===== config.mk =====
export PLATFORM = sky130hd
export DESIGN_NAME = ulc_line_ctrl
export DESIGN_NICKNAME = d
export VERILOG_FILES = /design/src/rtl/ulc_line_ctrl.v /design/src/rtl/ulc_serial_tx.v
export VERILOG_INCLUDE_DIRS = /design/src /design/src/rtl
export SDC_FILE = /design/constraint.sdc
export NUM_CORES = 1
export LEC_CHECK = 0
export BUFFER_PORTS_ARGS = -buffer_cell sky130_fd_sc_hd__buf_2
export CAP_MARGIN = 20
export CORE_MARGIN = 3
export CORE_UTILIZATION = 39
export DETAILED_ROUTE_END_ITERATION = 6
export HOLD_SLACK_MARGIN = 0.05
export PLACE_DENSITY = 0.71
export SYNTH_ARGS = -nofsm -noshare
export SYNTH_HDL_FRONTEND = slang
export SYNTH_SLANG_ARGS = --single-unit

===== constraint.sdc =====
create_clock -name sys_clk -period 2 [get_ports sys_clk]
set_input_delay 0.4 -clock sys_clk [delete_from_list [all_inputs] [get_ports sys_clk]]
set_output_delay 0.4 -clock sys_clk [all_outputs]
set_load 0.05 [all_outputs]

===== src/rtl/ulc_map.vh =====
/*
 * Register map, fields, resets and timing counts.
 * Assumes inclusion by bare name.
 */
`ifndef ULC_MAP_VH
`define ULC_MAP_VH

// ----------------------------------------------------------------------
// register byte addresses
// ----------------------------------------------------------------------
`define ULC_ADDR_BUF 32'h40008000
`define ULC_ADDR_DIVHI 32'h40008004
`define ULC_ADDR_LCR 32'h4000800c
`define ULC_ADDR_MCR 32'h40008010
`define ULC_ADDR_STAT 32'h40008014

// ----------------------------------------------------------------------
// serial_line_format fields
// ----------------------------------------------------------------------
`define ULC_LCR_LEN_LSB 0
`define ULC_LCR_STOP2 2
`define ULC_LCR_PAR 3
`define ULC_LCR_PTY_LSB 4
`define ULC_LCR_BRK 6
`define ULC_LCR_DIV 7
`define ULC_LCR_RESET 8'h00

// ----------------------------------------------------------------------
// modem_output_control fields
// ----------------------------------------------------------------------
`define ULC_MCR_DTR 0
`define ULC_MCR_RTS 1
`define ULC_MCR_LOOP 4
`define ULC_MCR_RESET 1'b0

// ----------------------------------------------------------------------
// line status fields and divisor
// ----------------------------------------------------------------------
`define ULC_STAT_RDY 0
`define ULC_STAT_PERR 2
`define ULC_STAT_FERR 3
`define ULC_STAT_TXIDLE 5
`define ULC_DIV_RESET 16'h0001

// ----------------------------------------------------------------------
// timing, in oversampling ticks
// ----------------------------------------------------------------------
`define ULC_TICK_LAST 4'hf
`define ULC_TICK_MID 4'h7
`define ULC_STOP_ONE 6'h10
`define ULC_STOP_ONEHALF 6'h18
`define ULC_STOP_TWO 6'h20

`endif


===== src/rtl/ulc_line_ctrl.v =====
/*
 * Serial port core with line format and modem output control, reached
 * over APB. Holds the line format, modem control, divisor latch, a one
 * character receive buffer and a line status word.
 * Assumes all inputs synchronous to sys_clk.
 */
// Summary of operation
// - word length code 0..3 selects 5..8 data bits
// - stop select 0 gives one stop bit; 1 gives two, or 1.5 at 5 bits
// - parity enable adds parity on transmit and checks it on receive
// - parity code 0 is odd, code 1 is even, over data plus parity
// - parity code 2 forces parity 1, code 3 forces parity 0
// - break bit holds the transmit pin low outside loopback
// - latch access bit routes offsets to the divisor latches
// - modem control bit 0 drives the terminal ready pin outside loopback
// - modem control bit 1 drives the active low request to send pin outside loopback
// - in loopback both modem control bits read back as zero
// - all format and modem control fields reset to zero
// - loopback feeds transmitter to receiver; pin marks, input ignored
// - with latch access clear, offset zero reads the receive buffer
`timescale 1ns/1ns
`default_nettype none
`include "ulc_map.vh"

module ulc_line_ctrl
(
   // clock and reset
   input wire sys_clk,
   input wire rst_n,
   // apb slave
   input wire psel,
   input wire penable,
   input wire pwrite,
   input wire [31:0] paddr,
   input wire [31:0] pwdata,
   output reg [31:0] prdata,
   output reg pready,
   output reg pslverr,
   // serial line
   input wire serialIn,
   output reg serialOut,
   // modem outputs
   output reg terminalReadyN,
   output reg requestSendN
);

   localparam [4:0] RX_IDLE = 5'b00001;
   localparam [4:0] RX_START = 5'b00010;
   localparam [4:0] RX_DATA = 5'b00100;
   localparam [4:0] RX_PAR = 5'b01000;
   localparam [4:0] RX_STOP = 5'b10000;

   // ----------------------------------------------------------------
   // registers and field views
   // ----------------------------------------------------------------
   reg [7:0] lineFmt;
   reg terminalReadyCtl;
   reg requestSendCtl;
   reg loopbackSelect;
   reg [15:0] divisor;
   reg [15:0] divCnt;
   reg tick;
   reg txStart;
   reg [7:0] txData;
   reg [7:0] rxBuf;
   reg rxReady;
   reg parityErr;
   reg framingErr;
   reg [4:0] rxState;
   reg [3:0] rxCnt;
   reg [2:0] rxBit;
   reg [7:0] rxShift;
   reg rxPar;
   reg [31:0] readVal;
   reg hit;

   wire txBusy;
   wire txLine;
   wire [1:0] wordLengthSel = lineFmt[`ULC_LCR_LEN_LSB +: 2];
   wire parityEnable = lineFmt[`ULC_LCR_PAR];
   wire [1:0] parityTypeSel = lineFmt[`ULC_LCR_PTY_LSB +: 2];
   wire breakForce = lineFmt[`ULC_LCR_BRK];
   wire divisorLatchAccess = lineFmt[`ULC_LCR_DIV];
   wire [2:0] lastBit = {1'b0, wordLengthSel} + 3'd4;

   wire setup = psel & ~penable;
   wire done = psel & penable & pready;
   wire wrDone = done & pwrite;
   wire rdDone = done & ~pwrite;
   wire selBuf = (paddr == `ULC_ADDR_BUF);
   wire selDivHi = (paddr == `ULC_ADDR_DIVHI);
   wire selLcr = (paddr == `ULC_ADDR_LCR);
   wire selMcr = (paddr == `ULC_ADDR_MCR);
   wire selStat = (paddr == `ULC_ADDR_STAT);

   // break reaches the receiver too, so loopback can observe it
   wire internalTx = breakForce ? 1'b0 : txLine;
   wire rxLine = loopbackSelect ? internalTx : serialIn;

   function parityOf;
      input [7:0] d;
      input [1:0] wl;
      input [1:0] sel;
      reg [7:0] m;
      begin
         m = d & (8'hff >> (2'd3 - wl));
         case (sel)
            2'h0: parityOf = ~^m;
            2'h1: parityOf = ^m;
            2'h2: parityOf = 1'b1;
            default: parityOf = 1'b0;
         endcase
      end
   endfunction

   // ----------------------------------------------------------------
   // transmitter
   // ----------------------------------------------------------------
   ulc_serial_tx u_tx
   (
      .sys_clk(sys_clk),
      .rst_n(rst_n),
      .tick(tick),
      .start(txStart),
      .data(txData),
      .format(lineFmt),
      .busy(txBusy),
      .txLine(txLine)
   );

   // ----------------------------------------------------------------
   // read decode
   // ----------------------------------------------------------------
   always @*
   begin
      readVal = 32'h0;
      hit = 1'b1;
      if (selBuf)
      begin
         if (divisorLatchAccess)
            readVal[7:0] = divisor[7:0];
         else
            readVal[7:0] = rxBuf;
      end
      else if (selDivHi && divisorLatchAccess)
         readVal[7:0] = divisor[15:8];
      else if (selLcr)
         readVal[7:0] = lineFmt;
      else if (selMcr)
      begin
         readVal[`ULC_MCR_DTR] = terminalReadyCtl & ~loopbackSelect;
         readVal[`ULC_MCR_RTS] = requestSendCtl & ~loopbackSelect;
         readVal[`ULC_MCR_LOOP] = loopbackSelect;
      end
      else if (selStat)
      begin
         readVal[`ULC_STAT_RDY] = rxReady;
         readVal[`ULC_STAT_PERR] = parityErr;
         readVal[`ULC_STAT_FERR] = framingErr;
         readVal[`ULC_STAT_TXIDLE] = ~txBusy & ~txStart;
      end
      else
         hit = 1'b0;
   end

   // ----------------------------------------------------------------
   // apb answer, one wait-free access phase
   // ----------------------------------------------------------------
   always @(posedge sys_clk or negedge rst_n)
   begin
      if (!rst_n)
      begin
         prdata <= 32'h0;
         pready <= 1'b0;
         pslverr <= 1'b0;
      end
      else if (setup)
      begin
         prdata <= pwrite ? 32'h0 : readVal;
         pready <= 1'b1;
         pslverr <= ~hit;
      end
      else
      begin
         pready <= 1'b0;
         pslverr <= 1'b0;
      end
   end

   // ----------------------------------------------------------------
   // control registers and transmit kick
   // ----------------------------------------------------------------
   always @(posedge sys_clk or negedge rst_n)
   begin
      if (!rst_n)
      begin
         lineFmt <= `ULC_LCR_RESET;
         terminalReadyCtl <= `ULC_MCR_RESET;
         requestSendCtl <= `ULC_MCR_RESET;
         loopbackSelect <= `ULC_MCR_RESET;
         divisor <= `ULC_DIV_RESET;
         txStart <= 1'b0;
         txData <= 8'h00;
      end
      else
      begin
         txStart <= 1'b0;
         if (wrDone && selLcr)
            lineFmt <= pwdata[7:0];
         if (wrDone && selMcr)
         begin
            // reserved bits are not stored and read as zero
            terminalReadyCtl <= pwdata[`ULC_MCR_DTR];
            requestSendCtl <= pwdata[`ULC_MCR_RTS];
            loopbackSelect <= pwdata[`ULC_MCR_LOOP];
         end
         if (wrDone && selBuf && divisorLatchAccess)
            divisor[7:0] <= pwdata[7:0];
         if (wrDone && selDivHi && divisorLatchAccess)
            divisor[15:8] <= pwdata[7:0];
         // no holding fifo: a write while busy is dropped
         if (wrDone && selBuf && !divisorLatchAccess && !txBusy && !txStart)
         begin
            txData <= pwdata[7:0];
            txStart <= 1'b1;
         end
      end
   end

   // ----------------------------------------------------------------
   // oversampling tick, sixteen per bit
   // ----------------------------------------------------------------
   always @(posedge sys_clk or negedge rst_n)
   begin
      if (!rst_n)
      begin
         divCnt <= 16'h0000;
         tick <= 1'b0;
      end
      else if (divCnt == 16'h0000)
      begin
         // a zero divisor runs at full rate rather than stalling
         divCnt <= (divisor == 16'h0000) ? 16'h0000 : divisor - 16'h0001;
         tick <= 1'b1;
      end
      else
      begin
         divCnt <= divCnt - 16'h0001;
         tick <= 1'b0;
      end
   end

   // ----------------------------------------------------------------
   // pins
   // ----------------------------------------------------------------
   always @(posedge sys_clk or negedge rst_n)
   begin
      if (!rst_n)
      begin
         serialOut <= 1'b1;
         terminalReadyN <= 1'b1;
         requestSendN <= 1'b1;
      end
      else
      begin
         serialOut <= loopbackSelect ? 1'b1 : internalTx;
         terminalReadyN <= ~(terminalReadyCtl & ~loopbackSelect);
         requestSendN <= ~(requestSendCtl & ~loopbackSelect);
      end
   end

   // ----------------------------------------------------------------
   // receiver
   // ----------------------------------------------------------------
   always @(posedge sys_clk or negedge rst_n)
   begin
      if (!rst_n)
      begin
         rxState <= RX_IDLE;
         rxCnt <= 4'h0;
         rxBit <= 3'h0;
         rxShift <= 8'h00;
         rxPar <= 1'b0;
         rxBuf <= 8'h00;
         rxReady <= 1'b0;
         parityErr <= 1'b0;
         framingErr <= 1'b0;
      end
      else
      begin
         // reads clear first; a character landing now wins below
         if (rdDone && selBuf && !divisorLatchAccess)
            rxReady <= 1'b0;
         if (rdDone && selStat)
         begin
            parityErr <= 1'b0;
            framingErr <= 1'b0;
         end
         case (rxState)
            RX_IDLE:
            begin
               rxCnt <= 4'h0;
               if (!rxLine)
                  rxState <= RX_START;
            end
            RX_START:
            begin
               if (tick)
               begin
                  rxCnt <= rxCnt + 4'h1;
                  if (rxCnt == `ULC_TICK_MID)
                  begin
                     rxCnt <= 4'h0;
                     rxBit <= 3'h0;
                     rxShift <= 8'h00;
                     // a glitch shorter than half a bit is rejected
                     rxState <= rxLine ? RX_IDLE : RX_DATA;
                  end
               end
            end
            RX_DATA:
            begin
               if (tick)
               begin
                  rxCnt <= rxCnt + 4'h1;
                  if (rxCnt == `ULC_TICK_LAST)
                  begin
                     rxShift[rxBit] <= rxLine;
                     rxBit <= rxBit + 3'h1;
                     if (rxBit == lastBit)
                        rxState <= parityEnable ? RX_PAR : RX_STOP;
                  end
               end
            end
            RX_PAR:
            begin
               if (tick)
               begin
                  rxCnt <= rxCnt + 4'h1;
                  if (rxCnt == `ULC_TICK_LAST)
                  begin
                     rxPar <= rxLine;
                     rxState <= RX_STOP;
                  end
               end
            end
            RX_STOP:
            begin
               if (tick)
               begin
                  rxCnt <= rxCnt + 4'h1;
                  if (rxCnt == `ULC_TICK_LAST)
                  begin
                     rxBuf <= rxShift;
                     rxReady <= 1'b1;
                     if (parityEnable && rxPar != parityOf(rxShift,
                         wordLengthSel, parityTypeSel))
                        parityErr <= 1'b1;
                     if (!rxLine)
                        framingErr <= 1'b1;
                     rxState <= RX_IDLE;
                  end
               end
            end
            default:
               rxState <= RX_IDLE;
         endcase
      end
   end

endmodule
`default_nettype wire


===== src/rtl/ulc_serial_tx.v =====
/*
 * Character serialiser; format latched per character.
 * Assumes a one-cycle tick at sixteen times the bit rate.
 */
`timescale 1ns/1ns
`default_nettype none
`include "ulc_map.vh"

module ulc_serial_tx
(
   // clock and reset
   input wire sys_clk,
   input wire rst_n,
   // control
   input wire tick,
   input wire start,
   input wire [7:0] data,
   input wire [7:0] format,
   // status and line
   output reg busy,
   output reg txLine
);

   localparam [2:0] ST_IDLE = 3'b001;
   localparam [2:0] ST_SHIFT = 3'b010;
   localparam [2:0] ST_STOP = 3'b100;

   reg [2:0] state;
   reg [8:0] shiftReg;
   reg [3:0] bitsLeft;
   reg [3:0] subCnt;
   reg [5:0] stopLeft;
   reg [5:0] stopLen;

   wire [1:0] wlen = format[`ULC_LCR_LEN_LSB +: 2];
   wire parEn = format[`ULC_LCR_PAR];

   // ----------------------------------------------------------------
   // parity and frame building
   // ----------------------------------------------------------------
   function parityOf;
      input [7:0] d;
      input [1:0] wl;
      input [1:0] sel;
      reg [7:0] m;
      begin
         m = d & (8'hff >> (2'd3 - wl));
         case (sel)
            2'h0: parityOf = ~^m;
            2'h1: parityOf = ^m;
            2'h2: parityOf = 1'b1;
            default: parityOf = 1'b0;
         endcase
      end
   endfunction

   function [8:0] buildFrame;
      input [7:0] d;
      input [7:0] f;
      reg [8:0] r;
      reg p;
      begin
         r = {1'b0, d & (8'hff >> (2'd3 - f[1:0]))};
         p = parityOf(d, f[1:0], f[`ULC_LCR_PTY_LSB +: 2]);
         if (f[`ULC_LCR_PAR])
            r[{1'b0, f[1:0]} + 4'd5] = p;
         buildFrame = r;
      end
   endfunction

   // ----------------------------------------------------------------
   // sequencer
   // ----------------------------------------------------------------
   always @(posedge sys_clk or negedge rst_n)
   begin
      if (!rst_n)
      begin
         state <= ST_IDLE;
         shiftReg <= 9'h000;
         bitsLeft <= 4'h0;
         subCnt <= 4'h0;
         stopLeft <= 6'h00;
         stopLen <= 6'h00;
         busy <= 1'b0;
         txLine <= 1'b1;
      end
      else
      begin
         case (state)
            ST_IDLE:
            begin
               if (start)
               begin
                  // format held per frame so later writes cannot tear it
                  shiftReg <= buildFrame(data, format);
                  bitsLeft <= {2'b00, wlen} + 4'd5 + {3'b000, parEn};
                  if (!format[`ULC_LCR_STOP2])
                     stopLen <= `ULC_STOP_ONE;
                  else if (wlen == 2'b00)
                     stopLen <= `ULC_STOP_ONEHALF;
                  else
                     stopLen <= `ULC_STOP_TWO;
                  subCnt <= 4'h0;
                  txLine <= 1'b0;
                  busy <= 1'b1;
                  state <= ST_SHIFT;
               end
            end
            ST_SHIFT:
            begin
               if (tick)
               begin
                  subCnt <= subCnt + 4'h1;
                  if (subCnt == `ULC_TICK_LAST)
                  begin
                     if (bitsLeft != 4'h0)
                     begin
                        txLine <= shiftReg[0];
                        shiftReg <= {1'b0, shiftReg[8:1]};
                        bitsLeft <= bitsLeft - 4'h1;
                     end
                     else
                     begin
                        txLine <= 1'b1;
                        stopLeft <= stopLen;
                        state <= ST_STOP;
                     end
                  end
               end
            end
            ST_STOP:
            begin
               if (tick)
               begin
                  stopLeft <= stopLeft - 6'h01;
                  if (stopLeft == 6'h01)
                  begin
                     busy <= 1'b0;
                     state <= ST_IDLE;
                  end
               end
            end
            default:
               state <= ST_IDLE;
         endcase
      end
   end

endmodule
`default_nettype wire


==> reports/metrics.yaml <==
setup-violations-final: 0
vias_per_cell: 5.338
synth_edf_count: 0
hold_end: "txData[7]"
nets: 1002
n_fill_cell: 1573
arrival_ps: 2290
cts_tree: "done"
max_cap_viol_count: 0
power.density_mw_per_mm2: 750.2
period_share_pct: 99.45
grt_pass1_vias: 6028
grt_usage_pct: 18.12
synth_top_flop_cell: "dfrtp_1"
relSlewSlack_pct: 63.25
final_cell_mix: "nand2_1, dfrtp_1, buf_4"
p_sw_share_pct: 24.34
drive_gt1_share_pct: 27.13
critPathLaunchType: "register"
multi_input_area_mm2: 0.003914
netlist_area_mm2: 0.007347
drc: 0
holdPathStages: 3
rsz0062_at_grt: "yes"
tns_ps: 0
fmax_ghz: 0.5028
status: "completed"
overflow: 0
crit_fanout: 5
clk-insertion-delay-late_ps: 420
p_int_w: 0.005176
numCtsBuffers: 17
via_count: 6181
antenna_found_initial: 0
htree_levels: 4
area_delta_synth_final_pct: 24.11
root_buffer: "clkbuf_16"
ioPinCount: 107
power_frac_comb_pct: 12.2
critPathRequiredTime_ps: 2300
drt_pass1_iterations: 7
hold_slack_ps: 233.0
timing_hold_violations_final: 0
worstReg2RegStart: "rxState[3]"
post_dp_cell_area_mm2: 0.008319
wl_per_cell_um: 15.73
power_leakage_nw: 4.349
ys_types: 72
tightest_slew_ps: 545.4
crit_type: "register to register"
n_antenna_cell: 0
crit_path_end_kind: "register"
die_w_um: 143.3
vdd_drop_max_mv: 0.5920
clkTransAtPathRegs_ps: 60
clkPwrFrac_pct: 48.3
ff2ff_path_depth: 6
routed_wl_mm: 18.22
maxSlewViolCount: 0
coreArea_mm2: 0.01821
hp-class: "input pin to register"
initial_core_util_pct: 40.35
grt_pass1_wl_mm: 29.79
layout_commonest_cell: "nand2_1"
cts_buffer_depth: 2
register_area_mm2: 0.003239
gp_congestion: 0.9048
period_minus_slack_ps: 1989
die_area_mm2: 0.02052
power.switching_w: 0.001665
ys_seq_area_share_pct: 44.06
clkSinkCount: 129
regToRegEndpoint: "rxCnt[0]"
synth-seq-cells: 129
io_buffer_count: 58
power_frac_seq_pct: 39.5
reg2reg_slack_ps: 10
synth_area_per_cell_um2: 9.336
skew_ps: 7.418
drt_iter0_drc: 547
die_h_um: 143.3
yosysWarnings: 0
min_from: "pwdata[7]"
async_reset_ff_share_pct: 100.0
antenna_left: 0
num_rows: 49
grt_max_degree: 90
syn_inst: 787
final_area_mm2: 0.009119
dp_hpwl_mm: 13.18
[power by group through the flow]
stage | clock [W] | combinational [W] | sequential (W)
final | 0.00330 | 0.000838 | 0.00270
after global routing | 0.00348 | 0.000914 | 0.00271
after CTS | 0.00335 | 0.000828 | 0.00270
after detailed placement | 0 | 0.000813 | 0.00274
after global placement | 0 | 0.000801 | 0.00274
after floorplan | 0 | 0.000568 | 0.00273
[registers in the layout, indices dropped and copies added (netlist names), 4 cells and up]
signal / count
rxState: 5
lineFmt: 8
u_tx.bitsLeft: 4
divCnt: 16
divisor: 16
rxBuf: 8
rxShift: 8
txData: 8
rxCnt: 4
prdata: 8
u_tx.subCnt: 4
u_tx.stopLeft: 6
u_tx.shiftReg: 9
[per-layer routing]
layer / up-vias / wire, um / share of wire [%] / global-route usage (%)
met3: 30 / 833 / 4.6 / 3.416
met5: - / 0 / 0 / 0
met2: 166 / 8839 / 49 / 29.15
li1: 3007 / - / - / -
met4: 0 / 294 / 1.6 / 5.649
met1: 2978 / 8252 / 45 / 24.93
[cells in the mapped netlist, types with 13 or more instances]
| cell | number | area [um^2] |
|---|---|---|
| nand2b_1 | 14 | 87.58 |
| o21ai_0 | 35 | 175.2 |
| ha_1 | 15 | 187.7 |
| mux2i_1 | 13 | 130.1 |
| clkbuf_1 | 20 | 75.07 |
| buf_4 | 26 | 195.2 |
| nand2_1 | 132 | 495.5 |
| nor3_1 | 15 | 75.07 |
| nor2_1 | 55 | 206.5 |
| xor2_1 | 16 | 140.1 |
| xnor2_1 | 31 | 271.5 |
| nor4_1 | 16 | 100.1 |
| dfrtp_1 | 122 | 3053 |
| a21oi_1 | 32 | 160.2 |
| mux2_2 | 31 | 349.1 |
| inv_1 | 18 | 67.56 |
| nand3_1 | 31 | 155.2 |
| o22ai_1 | 18 | 112.6 |
[through the flow]
step	instances	util, %	power (W)	worst slack [ps]
after CTS	1156	49.43	0.006877	3.729
after detailed placement	1120	45.69	0.003557	-255.3
after floorplan	810	-	0.003296	2.532
after global routing	1158	50.08	0.007099	-92.00
after global placement	1120	45.69	0.003544	-210.6
final	1158	50.08	0.006841	10.95
[area by class of cell]
cell class | count | share of cell area (%)
Inverter | 19 | 0.8095
Multi-Input combinational cell | 604 | 42.92
Clock inverter | 9 | 1.688
Clock buffer | 23 | 5.241
Sequential cell | 129 | 35.52
Timing Repair Buffer | 145 | 10.68
Tap cell | 229 | 3.142
[critical path, stage by stage (launching register included)]
cell and delay (ps):
dfrtp_2 440, o21a_1 210, a2111oi_4 350, buf_4 190, o21ai_0 190, nand2_1 170
mux2_2 330
[what timing repair did]
item,CTS,global route
hold endpoints to repair,29,0
hold buffers,1,0
gates resized for setup,5,22
pin swaps,3,6
buffers inserted,3,2
endpoints found under the setup margin,8,48
[cell families after synthesis]
kind of cell,count (synthesis),share of synthesized area [%]
xor+xnor,48,5.909
fa+ha+maj,16,2.827
simple gates,325,21.76
mux,44,6.522
compound gates,147,13.37
other cells,1,0.05104
flops,129,44.06
buf+inv,77,5.501
[worst max path at each step]
stage	from	to	slack [ps]
6_report	rxState[3]	rxCnt[0]	10
3_3_place_gp	paddr[18]	divisor[12]	-210
5_1_grt	rxState[3]	rxState[2]	-90
2_1_floorplan	rxState[1]	rxShift[0]	3
3_5_place_dp	paddr[18]	divisor[14]	-260
4_1_cts	lineFmt[1]	u_tx.shiftReg[8]	4
(Power assumes the default switching activity.)
